File: config.mk
export PLATFORM = sky130hd
export DESIGN_NAME = sbc_mode_supply_regs
export DESIGN_NICKNAME = d
export VERILOG_FILES = /design/src/sbc_mode_supply_regs.v /design/src/sbc_sync3.v
export VERILOG_INCLUDE_DIRS = /design/src
export SDC_FILE = /design/constraint.sdc
export NUM_CORES = 1
export LEC_CHECK = 0
export BUFFER_PORTS_ARGS = -buffer_cell sky130_fd_sc_hd__buf_4
export CAP_MARGIN = 20
export CORE_MARGIN = 5
export CORE_UTILIZATION = 45
export CTS_BUF_LIST = sky130_fd_sc_hd__clkbuf_2
export DETAILED_ROUTE_END_ITERATION = 8
export PLACE_DENSITY_LB_ADDON = 0.2
export SLEW_MARGIN = 20
export SYNTH_ARGS = -nofsm -noshare
export SYNTH_HDL_FRONTEND = slang
export SYNTH_HIERARCHICAL = 1
export SYNTH_SLANG_ARGS = --single-unit
export TNS_END_PERCENT = 30
File: constraint.sdc
create_clock -name clk -period 1 [get_ports clk]
set_input_delay 0.1 -clock clk [delete_from_list [all_inputs] [get_ports clk]]
set_output_delay 0.1 -clock clk [all_outputs]
set_load 0.02 [all_outputs]
File: src/sbc_mode_supply_map.vh
// constants of the mode and behaviour control registers
// Function
// - mode field codes; 11 runs soft reset
// - secondary regulator policy codes in bits 4:3
// - bit 2 enables restart on overvoltage
// - bits 1:0 select main reset threshold
// - mode register zero on reset, restart keeps 1:0
// - refuse spi stop to sleep transition
// - restart rewrites mode field to normal
// - restart or overtemperature forces regulator off
// - write answer returns previous register content
// - reserved bits always read zero
// - bit 6 set suppresses reset pulse
// - bit 5 activates failure outputs by software
// - clearing bit 5 keeps failure-triggered outputs
// - restart clears bit 5, outputs released unless failure flag set
// - bit 0 picks first or second failure
// - behaviour register zero, restart keeps 6,0
// - only hardware-modifiable fields change by logic
`ifndef SBC_MODE_SUPPLY_MAP_VH
`define SBC_MODE_SUPPLY_MAP_VH
`define SBC_ADDR_MODE_SUPPLY 7'h01
`define SBC_ADDR_BEHAVIOUR 7'h02
`define SBC_MODE_MSB 7
`define SBC_MODE_LSB 6
`define SBC_REG2_MSB 4
`define SBC_REG2_LSB 3
`define SBC_OV_BIT 2
`define SBC_RT_MSB 1
`define SBC_RT_LSB 0
`define SBC_SRPD_BIT 6
`define SBC_FOSW_BIT 5
`define SBC_CFG_BIT 0
`define SBC_MODE_NORMAL 2'h0
`define SBC_MODE_SLEEP 2'h1
`define SBC_MODE_STOP 2'h2
`define SBC_MODE_SOFTRST 2'h3
`define SBC_REG2_OFF 2'h0
`define SBC_MSC_RESET 8'h00
`define SBC_BEH_RESET 8'h00
`define SBC_MSC_MASK 8'hdf
`define SBC_BEH_MASK 8'h61
`define SBC_MSC_RESTART_KEEP 8'h03
`define SBC_BEH_RESTART_KEEP 8'h41
`endif

File: src/sbc_mode_supply_regs.v
// mode/supply and behaviour control registers of the system basis device
`timescale 1ns/10ps
`include "sbc_mode_supply_map.vh"
module sbc_mode_supply_regs (
    clk,
    rstn,
    ce,
    wr_strobe,
    rd_strobe,
    addr,
    wdata,
    rdata,
    rdata_valid,
    restart_event,
    reg2_overtemp,
    failure_flag_trig,
    soft_reset_req,
    reset_output_pin_n,
    operating_mode,
    secondary_regulator_policy,
    overvoltage_restart_enable,
    main_reset_threshold_select,
    soft_reset_pulse_disable,
    failure_output_software_activate,
    restart_on_first_failure,
    failure_outputs,
    mode_refused
);
    input wire clk;
    input wire rstn;
    input wire ce;
    input wire wr_strobe;
    input wire rd_strobe;
    input wire [6:0] addr;
    input wire [7:0] wdata;
    output reg [7:0] rdata;
    output reg rdata_valid;
    input wire restart_event;
    input wire reg2_overtemp;
    input wire failure_flag_trig;
    output reg soft_reset_req;
    output wire reset_output_pin_n;
    output wire [1:0] operating_mode;
    output wire [1:0] secondary_regulator_policy;
    output wire overvoltage_restart_enable;
    output wire [1:0] main_reset_threshold_select;
    output wire soft_reset_pulse_disable;
    output wire failure_output_software_activate;
    output wire restart_on_first_failure;
    output wire failure_outputs;
    output reg mode_refused;

    // =========================================
    // overtemperature input from the regulator
    wire overtemp_s;
    reg overtemp_d_reg;
    sbc_sync3 u_ot_sync (
        .clk(clk),
        .rstn(rstn),
        .ce(ce),
        .din(reg2_overtemp),
        .dout(overtemp_s)
    );
    wire overtemp_rise = overtemp_s & ~overtemp_d_reg;

    // =========================================
    // register state
    reg [7:0] msc_reg;
    reg [7:0] msc_next;
    reg [7:0] beh_reg;
    reg [7:0] beh_next;
    reg pulse_reg;
    reg soft_next;
    reg refused_next;

    wire wr_msc = wr_strobe && (addr == `SBC_ADDR_MODE_SUPPLY);
    wire wr_beh = wr_strobe && (addr == `SBC_ADDR_BEHAVIOUR);
    wire [1:0] wr_mode = wdata[`SBC_MODE_MSB:`SBC_MODE_LSB];
    wire [1:0] cur_mode = msc_reg[`SBC_MODE_MSB:`SBC_MODE_LSB];

    // stop to sleep through the register port is refused
    wire stop_to_sleep = (cur_mode == `SBC_MODE_STOP) && (wr_mode == `SBC_MODE_SLEEP);

    always @* begin
        msc_next = msc_reg;
        beh_next = beh_reg;
        soft_next = 1'b0;
        refused_next = 1'b0;
        if (wr_msc) begin
            msc_next = wdata & `SBC_MSC_MASK;
            if (stop_to_sleep) begin
                msc_next[`SBC_MODE_MSB:`SBC_MODE_LSB] = cur_mode;
                refused_next = 1'b1;
            end else if (wr_mode == `SBC_MODE_SOFTRST) begin
                soft_next = 1'b1;
            end
        end
        if (wr_beh) begin
            beh_next = wdata & `SBC_BEH_MASK;
        end
        if (overtemp_rise) begin
            msc_next[`SBC_REG2_MSB:`SBC_REG2_LSB] = `SBC_REG2_OFF;
        end
        if (restart_event) begin
            msc_next = msc_reg & `SBC_MSC_RESTART_KEEP;
            beh_next = beh_reg & `SBC_BEH_RESTART_KEEP;
        end
    end

    always @(posedge clk or negedge rstn) begin
        if (!rstn) begin
            msc_reg <= `SBC_MSC_RESET;
            beh_reg <= `SBC_BEH_RESET;
            overtemp_d_reg <= 1'b0;
            soft_reset_req <= 1'b0;
            pulse_reg <= 1'b0;
            mode_refused <= 1'b0;
            rdata <= 8'h00;
            rdata_valid <= 1'b0;
        end else if (ce) begin
            overtemp_d_reg <= overtemp_s;
            mode_refused <= refused_next;
            soft_reset_req <= soft_next;
            pulse_reg <= soft_next & ~beh_reg[`SBC_SRPD_BIT];
            rdata_valid <= wr_strobe | rd_strobe;
            if (soft_next) begin
                msc_reg <= `SBC_MSC_RESET;
                beh_reg <= `SBC_BEH_RESET;
            end else begin
                msc_reg <= msc_next;
                beh_reg <= beh_next;
            end
            // answer shows content before this write
            if (addr == `SBC_ADDR_MODE_SUPPLY) begin
                rdata <= msc_reg;
            end else if (addr == `SBC_ADDR_BEHAVIOUR) begin
                rdata <= beh_reg;
            end else begin
                rdata <= 8'h00;
            end
        end
    end

    // =========================================
    // field outputs
    assign operating_mode = msc_reg[`SBC_MODE_MSB:`SBC_MODE_LSB];
    assign secondary_regulator_policy = msc_reg[`SBC_REG2_MSB:`SBC_REG2_LSB];
    assign overvoltage_restart_enable = msc_reg[`SBC_OV_BIT];
    assign main_reset_threshold_select = msc_reg[`SBC_RT_MSB:`SBC_RT_LSB];
    assign soft_reset_pulse_disable = beh_reg[`SBC_SRPD_BIT];
    assign failure_output_software_activate = beh_reg[`SBC_FOSW_BIT];
    assign restart_on_first_failure = beh_reg[`SBC_CFG_BIT];
    assign reset_output_pin_n = ~pulse_reg;
    // failure flag keeps outputs on whatever bit 5 says
    assign failure_outputs = beh_reg[`SBC_FOSW_BIT] | failure_flag_trig;
endmodule

File: src/sbc_sync3.v
// three stage input synchroniser with agreement filter
`timescale 1ns/10ps
module sbc_sync3 (
    clk,
    rstn,
    ce,
    din,
    dout
);
    input wire clk;
    input wire rstn;
    input wire ce;
    input wire din;
    output reg dout;
    reg s1_reg;
    reg s2_reg;
    reg s3_reg;
    always @(posedge clk or negedge rstn) begin
        if (!rstn) begin
            s1_reg <= 1'b0;
            s2_reg <= 1'b0;
            s3_reg <= 1'b0;
            dout <= 1'b0;
        end else if (ce) begin
            s1_reg <= din;
            s2_reg <= s1_reg;
            s3_reg <= s2_reg;
            if (s2_reg == s3_reg) begin
                dout <= s3_reg;
            end
        end
    end
endmodule

==> results.txt, run 1 <==
* Run status: finished, violations left
- Violations in the final reports: setup timing
* GRT Residual Overflow: 0
* Setup clock skew after layout: between 0.015 and 0.02 ns
* Post-layout instance area: about 0.0020 mm2
- The average instance in the mapped netlist occupies roughly 11 um2.
* Final Cycle Share: 128%
* Number of antenna violations at the first check in global routing: 0
- Number of nets at the end of the flow: 211
* Post-detailed-routing wire length: roughly 3400 um
* Floorplan row count: 19
* Crit path DAT: about 1.2 ns
- Total of warnings raised by yosys: 6
* Via density per instance: ~5.3
- The clock passes through at most 2 buffers.
- Total via count after detailed routing: between 1,000 and 1,500
- CP endpoint kind: primary output
* Detailed-placement wirelength estimate: 2350 um
- At the worst endpoint, the required time is around 0.9 ns.
- Buffers placed on the I/O ports in this run total between 40 and 50.
- Worst reg-to-reg setup slack: -0.14 ns
* # diodes: 0
* CTS tree: built
* Post-route DRC violation count: 0
- Summing all placed instances gives a cell area of between 0.0015 and 0.002 mm2.
* Starting density of the core: 46.5%
- Critical Path Fanout Max: 2
- Entering global routing, the biggest net connects 28 pins.
- Summed instance area of the synthesized netlist: around 0.0013 mm2
* TritonRoute pass-1 iters: 4
* CP startpoint: beh_reg[5]
- Number of buffers inserted during clock tree synthesis: 3
- Number of storage elements in the synthesis netlist: 27
- The register with the most flip-flops in the layout has 8 of them.
* Core Footprint: approximately 0.0027 mm2
- Final-report setup violation count: 26
- Summing the sequential cell areas from Yosys gives 53.6% of the chip area.
- Final min period: 1.28 ns
* Kind of critical path: reg2out
- Global routing consumed, over all layers together, ~18% of the routing resources.
* Count of final max-slew check failures: 0
* Maximum vdd ir drop: around 850 uV
- Unrepaired setup endpoints after global routing: true
- The floorplan step set the die width to 62.9 um.
* Wire length of the first global-routing pass: 5710 um
- Final Hold Slack: between 0.01 and 0.015 ns
- Final GP Congestion: between 0.8 and 0.9
- Relative max-transition margin: between 70% and 80%
- STA classifies the critical path startpoint as a flop.
* DRC marker count from the first detailed-route iteration: 44
* Post-detailed-route wirelength per cell: around 16 um
- Utilization of the core after routing: approximately three quarters
- Number of nets produced by synthesis: 136
- The worst hold path belongs to the class in2reg.
* Distinct cell type count after synthesis: 32
- The startpoint identified for the worst register-to-register timing path is msc_reg[7].
* Total power density per cell area: 1070 mW/mm2
- For this design, the sink count on the clock tree is 27.
* Filler cell count in the final layout: 179
- Final-layout setup total negative slack: -2.41 ns
- Worst min-delay path startpoint: ce
- The floorplan step defined a die boundary enclosing 0.00396 mm2.
- Number of violations of the max-capacitance limit: 0
* Share of post-route cells with drive strength above 1: between 40% and 50%
- Clock-pin slew of the registers on the worst-case setup and hold paths: ~0.26 ns
- For this run, the top clock speed supported by timing is slightly below 800 MHz.
- For this design the static power due to leakage is between 0.9 and 1 nW.
- Ports: 46
- The number of global-route vias before repair is between 1,000 and 1,500.
- Synthesis produced ~110 cells.
* Actual slew at the worst max-slew pin: roughly 0.38 ns
- Post-DRT Antenna Nets: 0
- From bottom edge to top edge, the die measures roughly 63 um.
- Number of H-tree levels: 1
- The final count of hold timing violations came to 0.
- At the placement stage, the worst setup path has a slack of -0.353 ns.
- Post-layout worst setup margin: -0.281 ns
- The root buffer cell chosen for the clock tree is sky130_fd_sc_hd__clkbuf_2.
- Compared with the post-synthesis result, the final layout area differs by 60.9%.
- Clk Latency, worst-skew pair: roughly 0.38 ns
## worst max-delay path, cell delays in order (launching register included)
cell	delay, ns
sky130_fd_sc_hd__dfrtp_1	0.44
sky130_fd_sc_hd__or2_4	0.23
sky130_fd_sc_hd__buf_6	0.13
## stage by stage
stage | instances | total power, mW
floorplan | 113 | 1.44
global placement | 196 | 1.65
detailed placement | 196 | 1.66
CTS | 216 | 2.17
global route | 218 | 2.29
finish | 218 | 2.17
## final cells by class
type	count	area [um2]	area share (%)
inverter	14	52.6	2.59
sequential	27	677	33.4
timing repair buffer	74	674	33.3
tap	31	38.8	1.91
multi-input combinational	68	564	27.8
clock buffer	4	20.0	0.988
## logic make-up after synthesis
group / count (synthesis) / synth area share, %
AND/OR/NAND/NOR: 30 / 17.9
flip-flops: 27 / 53.6
multiplexers: 6 / 5.16
AO/OA/AOI/OAI: 32 / 17.9
buffers and inverters: 18 / 5.46
## metal layers
metal	routed length (um)	vias up	GRT usage, %
li1	-	559	-
met1	1420	562	22.7
met2	1790	25	29.0
met3	141	7	3.42
met4	76	0	8.49
met5	0	-	0
## path summary, 6_finish.rpt
kind | to | cells past startpoint
setup / recovery | failure_outputs | 2
hold / removal | rdata_valid | 2
setup reg to reg | msc_reg[7] | 4
hold reg to reg | overtemp_d_reg | 1
max in group asynchronous | msc_reg[6] | 2
min in group asynchronous | rdata[5] | 2
## cell usage after synthesis, drive strengths merged
cell type  count  area share (%)
a22oi          2             1.2
a41oi          1            0.70
nor2           4             1.2
nor3           2             1.7
buf            1            0.40
and2           2            0.99
nor2b          1            0.50
and4           2             1.4
a22o           4             2.8
nand2          4             1.2
nand4bb        1            0.89
mux2           4             3.6
inv           14             4.2
dfrtp         27              54
o311ai         1            0.70
o22ai          2            0.99
mux2i          2             1.6
a32o           4             3.2
nor4b          3             5.0
o32ai          1            0.70
or2            1            0.50
o21ai          9             3.6
clkbuf         3            0.89
nand3          8             3.6
a21o           4             2.5
a21oi          4             1.6
nand2b         2            0.99
## power breakdown
part	total [mW]	internal (mW)	switching, mW
Clock	0.440	0.105	0.335
Combinational	0.501	0.275	0.226
Sequential	1.23	1.17	0.0619
Total	2.17	1.55	0.623
## what timing repair did
item | in CTS | in global routing
hold endpoints to repair | 36 | 0
hold buffers | 10 | 0
endpoints found under the setup margin | 26 | 31
buffers inserted | 6 | 2
pin swaps | 3 | 4
resized for setup | 29 | 3
## cell usage in the layout (no fill, tap or decap), types with 2 or more instances in the layout
cell / Yosys / layout
sky130_fd_sc_hd__buf_6: 0 / 25
sky130_fd_sc_hd__inv_1: 14 / 12
sky130_fd_sc_hd__nor2_1: 4 / 4
sky130_fd_sc_hd__nand2_1: 4 / 4
sky130_fd_sc_hd__dlygate4sd3_1: 0 / 10
sky130_fd_sc_hd__o21ai_1: 9 / 9
sky130_fd_sc_hd__o22ai_1: 2 / 2
sky130_fd_sc_hd__mux2_2: 3 / 3
sky130_fd_sc_hd__and4_1: 2 / 2
sky130_fd_sc_hd__dfrtp_1: 27 / 26
sky130_fd_sc_hd__nor4b_4: 2 / 2
sky130_fd_sc_hd__a22o_1: 4 / 4
sky130_fd_sc_hd__mux2i_1: 2 / 2
sky130_fd_sc_hd__a32o_1: 4 / 4
sky130_fd_sc_hd__a21o_1: 3 / 3
sky130_fd_sc_hd__clkbuf_2: 0 / 4
sky130_fd_sc_hd__nand2b_1: 2 / 2
sky130_fd_sc_hd__a21oi_1: 4 / 4
sky130_fd_sc_hd__inv_2: 0 / 2
sky130_fd_sc_hd__nand3_1: 7 / 7
sky130_fd_sc_hd__and2_1: 2 / 2
sky130_fd_sc_hd__buf_4: 0 / 39
No activity file was read; power rests on OpenSTA's default activity.
==> run 2, diff against run 1 <==
--- a/config.mk
+++ b/config.mk
@@ -8,11 +8,12 @@
 export LEC_CHECK = 0
 export BUFFER_PORTS_ARGS = -buffer_cell sky130_fd_sc_hd__buf_4
 export CAP_MARGIN = 20
+export CORE_ASPECT_RATIO = 1.2
 export CORE_MARGIN = 5
 export CORE_UTILIZATION = 45
 export CTS_BUF_LIST = sky130_fd_sc_hd__clkbuf_2
 export DETAILED_ROUTE_END_ITERATION = 8
-export PLACE_DENSITY_LB_ADDON = 0.2
+export PLACE_DENSITY_LB_ADDON = 0.05
 export SLEW_MARGIN = 20
 export SYNTH_ARGS = -nofsm -noshare
 export SYNTH_HDL_FRONTEND = slang
==> run 2 against run 1 <==
Against the previous run:
- the flow still finishes with violations (setup timing)
- setup slack better by 0.032 ns
- critical path depth unchanged
- sequential share of layout area down 0.23 points
- first-iteration DRC count down 14%
- sequential power about the same
- flip-flop and latch count unchanged
- routed wire length down 5.8%
- largest power group unchanged
- design area up 0.68%
- clock skew down 0.0043 ns
- highest routed layer unchanged
- final cell count up 0.92%
- critical endpoint unchanged
- non-clock buffer count down 1
==> results.txt, run 2 (same netlist as run 1, synthesis figures left out) <==
* Run status: finished, violations left
- The checks that failed: setup timing.
* Final-report setup violation count: 25
* Final min period: 1.25 ns
- Filler cell count in the final layout: around 200
- The clock reaches the later pin of the worst-skew pair after between 0.3 and 0.4 ns.
* DRC marker count from the first detailed-route iteration: 38
* Min-Delay Path Class: in2reg
- Starting density of the core: approximately 46%
- Clock Tree Buf Depth: 2
* Int Power: 1.55 mW
- Cell with the biggest individual delay on the critical path: sky130_fd_sc_hd__dfrtp_1
* R2r worst-path depth: 3
- Highest clock frequency the design can meet: 800 MHz
* Floorplan row count: 21
- Pin placement for this block handled between 40 and 50 I/O pins.
* Kind of critical path: reg2out
- Crit path DAT: between 1 and 1.5 ns
* Detailed-placement wirelength estimate: about 2300 um
- 0 antenna diodes ended up in the layout.
- Cells with a size suffix above 1 make up a little under half of the layout.
* Number of buffers inserted during clock tree synthesis: 3
* Core Footprint: 0.00273 mm2
- Unrepaired setup endpoints after global routing: true
- Port Buffers: 45
* Vias in the first global route: ~1,100
* Number of nets at the end of the flow: 210
- Maximum vdd ir drop: 781 uV
- Top Family by Delay on Critical Path: flip-flops
* Worst min-delay path startpoint: ce
* Leading cell type in the layout, fill and taps excluded: sky130_fd_sc_hd__buf_4
- The analysis attributes to cell leakage a power of roughly 0.95 nW.
- Actual slew at the worst max-slew pin: around 0.37 ns
- Setup slack on the critical path of the routed design comes to -0.250 ns.
- Global routing used around 17% of the available tracks across all layers.
* Via density per instance: roughly 5.3
- Root buffer selected by CTS: sky130_fd_sc_hd__clkbuf_2
* CP cell instances: or2_4 > buf_6
- Dividing total power by cell area gives a power density of approximately 1100 mW/mm2.
* Combinational cell fraction of total power: about a quarter
- Vertical die dimension: between 60 and 70 um
* GRT Residual Overflow: 0
- The die is slightly below 60 um wide.
- Commonest non-fill, non-tap cells in the layout: sky130_fd_sc_hd__buf_4 (38), sky130_fd_sc_hd__dfrtp_1 (26), sky130_fd_sc_hd__buf_6 (25), sky130_fd_sc_hd__inv_1 (12), sky130_fd_sc_hd__dlygate4sd3_1 (10)
- The final count of hold timing violations came to 0.
* Required time at the worst-slack endpoint: roughly 0.9 ns
* TritonRoute pass-1 iters: 4
- For hold timing, the worst endpoint is rdata[0].
- Prior to clock tree synthesis, the placed netlist has a worst setup slack of -0.352 ns.
- Of the total power, registers draw a little under three fifths.
- Once detail routing completed, the nets flagged for antenna violations numbered 0.
* Wire length of the first global-routing pass: 5210 um
* Signed area change from the synthesized netlist to the final layout: 62.0%
- Largest stage delay, worst path: around 0.44 ns
* Critical Path Fanout Max: 2
- Number of violations of the max-capacitance limit: 0
- Net switching is 29.4% of the power.
- Counting every sink on the clock net gives 27.
* Number of H-tree levels: 1
- Beginning of the worst register-to-register path: msc_reg[6]
- Summed over all nets, the switching power comes to 647 uW.
* Area of the multi-input gates: approximately 580 um2
* Maximum number of pins on one net before global-route repair: 28
- Count of final max-slew check failures: 0
* Clock-pin slew of the registers on the worst-case setup and hold paths: around 0.28 ns
- End of the worst register-to-register path: msc_reg[7]
- Setup clock skew after layout: 0.0121 ns
- Of the available clock period, the critical path in the final layout requires 125%.
- Part of the power in the clock network: 19.8%
- The floorplan step defined a die boundary enclosing 0.00396 mm2.
* Register area: slightly below 700 um2
- The number of buffers and inverters on the critical path is 1.
* Worst hold path depth: 2
- Worst reg-to-reg setup slack: -0.14 ns
* Worst setup SP type: flop
- The number of antenna violations at the first check in global routing was 0.
- Total via count after detailed routing: between 1,000 and 1,500
- The worst setup path is captured at a primary output.
- Cells fill between 70% and 80% of the core in the end.
- Summed over all layers, the routed wires come to ~3200 um.
* CTS tree: built
- Relative max-transition margin: about 75%
- For this run, design rule violations remaining after detail routing come to 0.
* Post-detailed-route wirelength per cell: between 10 and 15 um
- Flip-flop count of the largest register, all copies and words added: 8
* Final GP Congestion: 0.779
## run 2: power groups by stage
stage                     clock (mW)  sequential, mW  combinational (mW)
after floorplan                    0            1.27               0.171
after global placement             0            1.24               0.402
after detailed placement           0            1.25               0.414
after CTS                      0.433            1.23               0.490
after global routing           0.483            1.25               0.569
final                          0.437            1.24               0.525
## run 2: how the worst max path moves through the flow
stage | startpoint | cells past startpoint | to | slack [ns]
floorplan | addr[6] | 4 | msc_reg[1] | -0.13
global placement | addr[3] | 5 | msc_reg[6] | -0.29
detailed placement | addr[3] | 5 | msc_reg[6] | -0.35
CTS | beh_reg[5] | 2 | failure_outputs | -0.24
global route | beh_reg[5] | 2 | failure_outputs | -0.30
finish | beh_reg[5] | 2 | failure_outputs | -0.25
## run 2: per-stage QoR
stage,cells,area (um2),total power [mW],hold WS [ns],setup TNS [ns]
after detailed placement,200,1720,1.66,0.0315,-5.99
after global placement,200,1720,1.65,0.0246,-4.96
after global routing,220,2040,2.31,0.0340,-3.60
after CTS,218,2000,2.15,0.00586,-1.94
final,220,2040,2.20,0.0288,-2.04
after floorplan,113,1270,1.44,-0.196,-1.01
## run 2: repair_timing
action / in CTS / in global routing
setup buffers: 6 / 0
gates resized for setup: 30 / 6
endpoints found under the setup margin: 26 / 31
hold buffers: 8 / 2
pin swaps: 5 / 3
hold endpoints to repair: 34 / 2
## run 2: worst reg2reg max path, cell delays in order (launching register included)
cell,delay (ns)
sky130_fd_sc_hd__dfrtp_2,0.48
sky130_fd_sc_hd__nand4bb_4,0.22
sky130_fd_sc_hd__o311ai_2,0.24
sky130_fd_sc_hd__a22o_1,0.17
## run 2: layer usage
metal / up-vias / routed length [um] / global-route usage [%]
met5: - / 0 / 0
met4: 0 / 19 / 4.35
met3: 2 / 213 / 3.58
met2: 43 / 1690 / 28.6
met1: 564 / 1310 / 22.2
li1: 555 / - / -
## run 2: final cells by class
class | count | share of cell area [%]
clock buffer | 3 | 0.736
clock inverter | 1 | 0.368
inverter | 14 | 2.58
multi-input combinational | 68 | 28.4
sequential | 27 | 33.2
tap | 34 | 2.08
timing repair buffer | 73 | 32.7
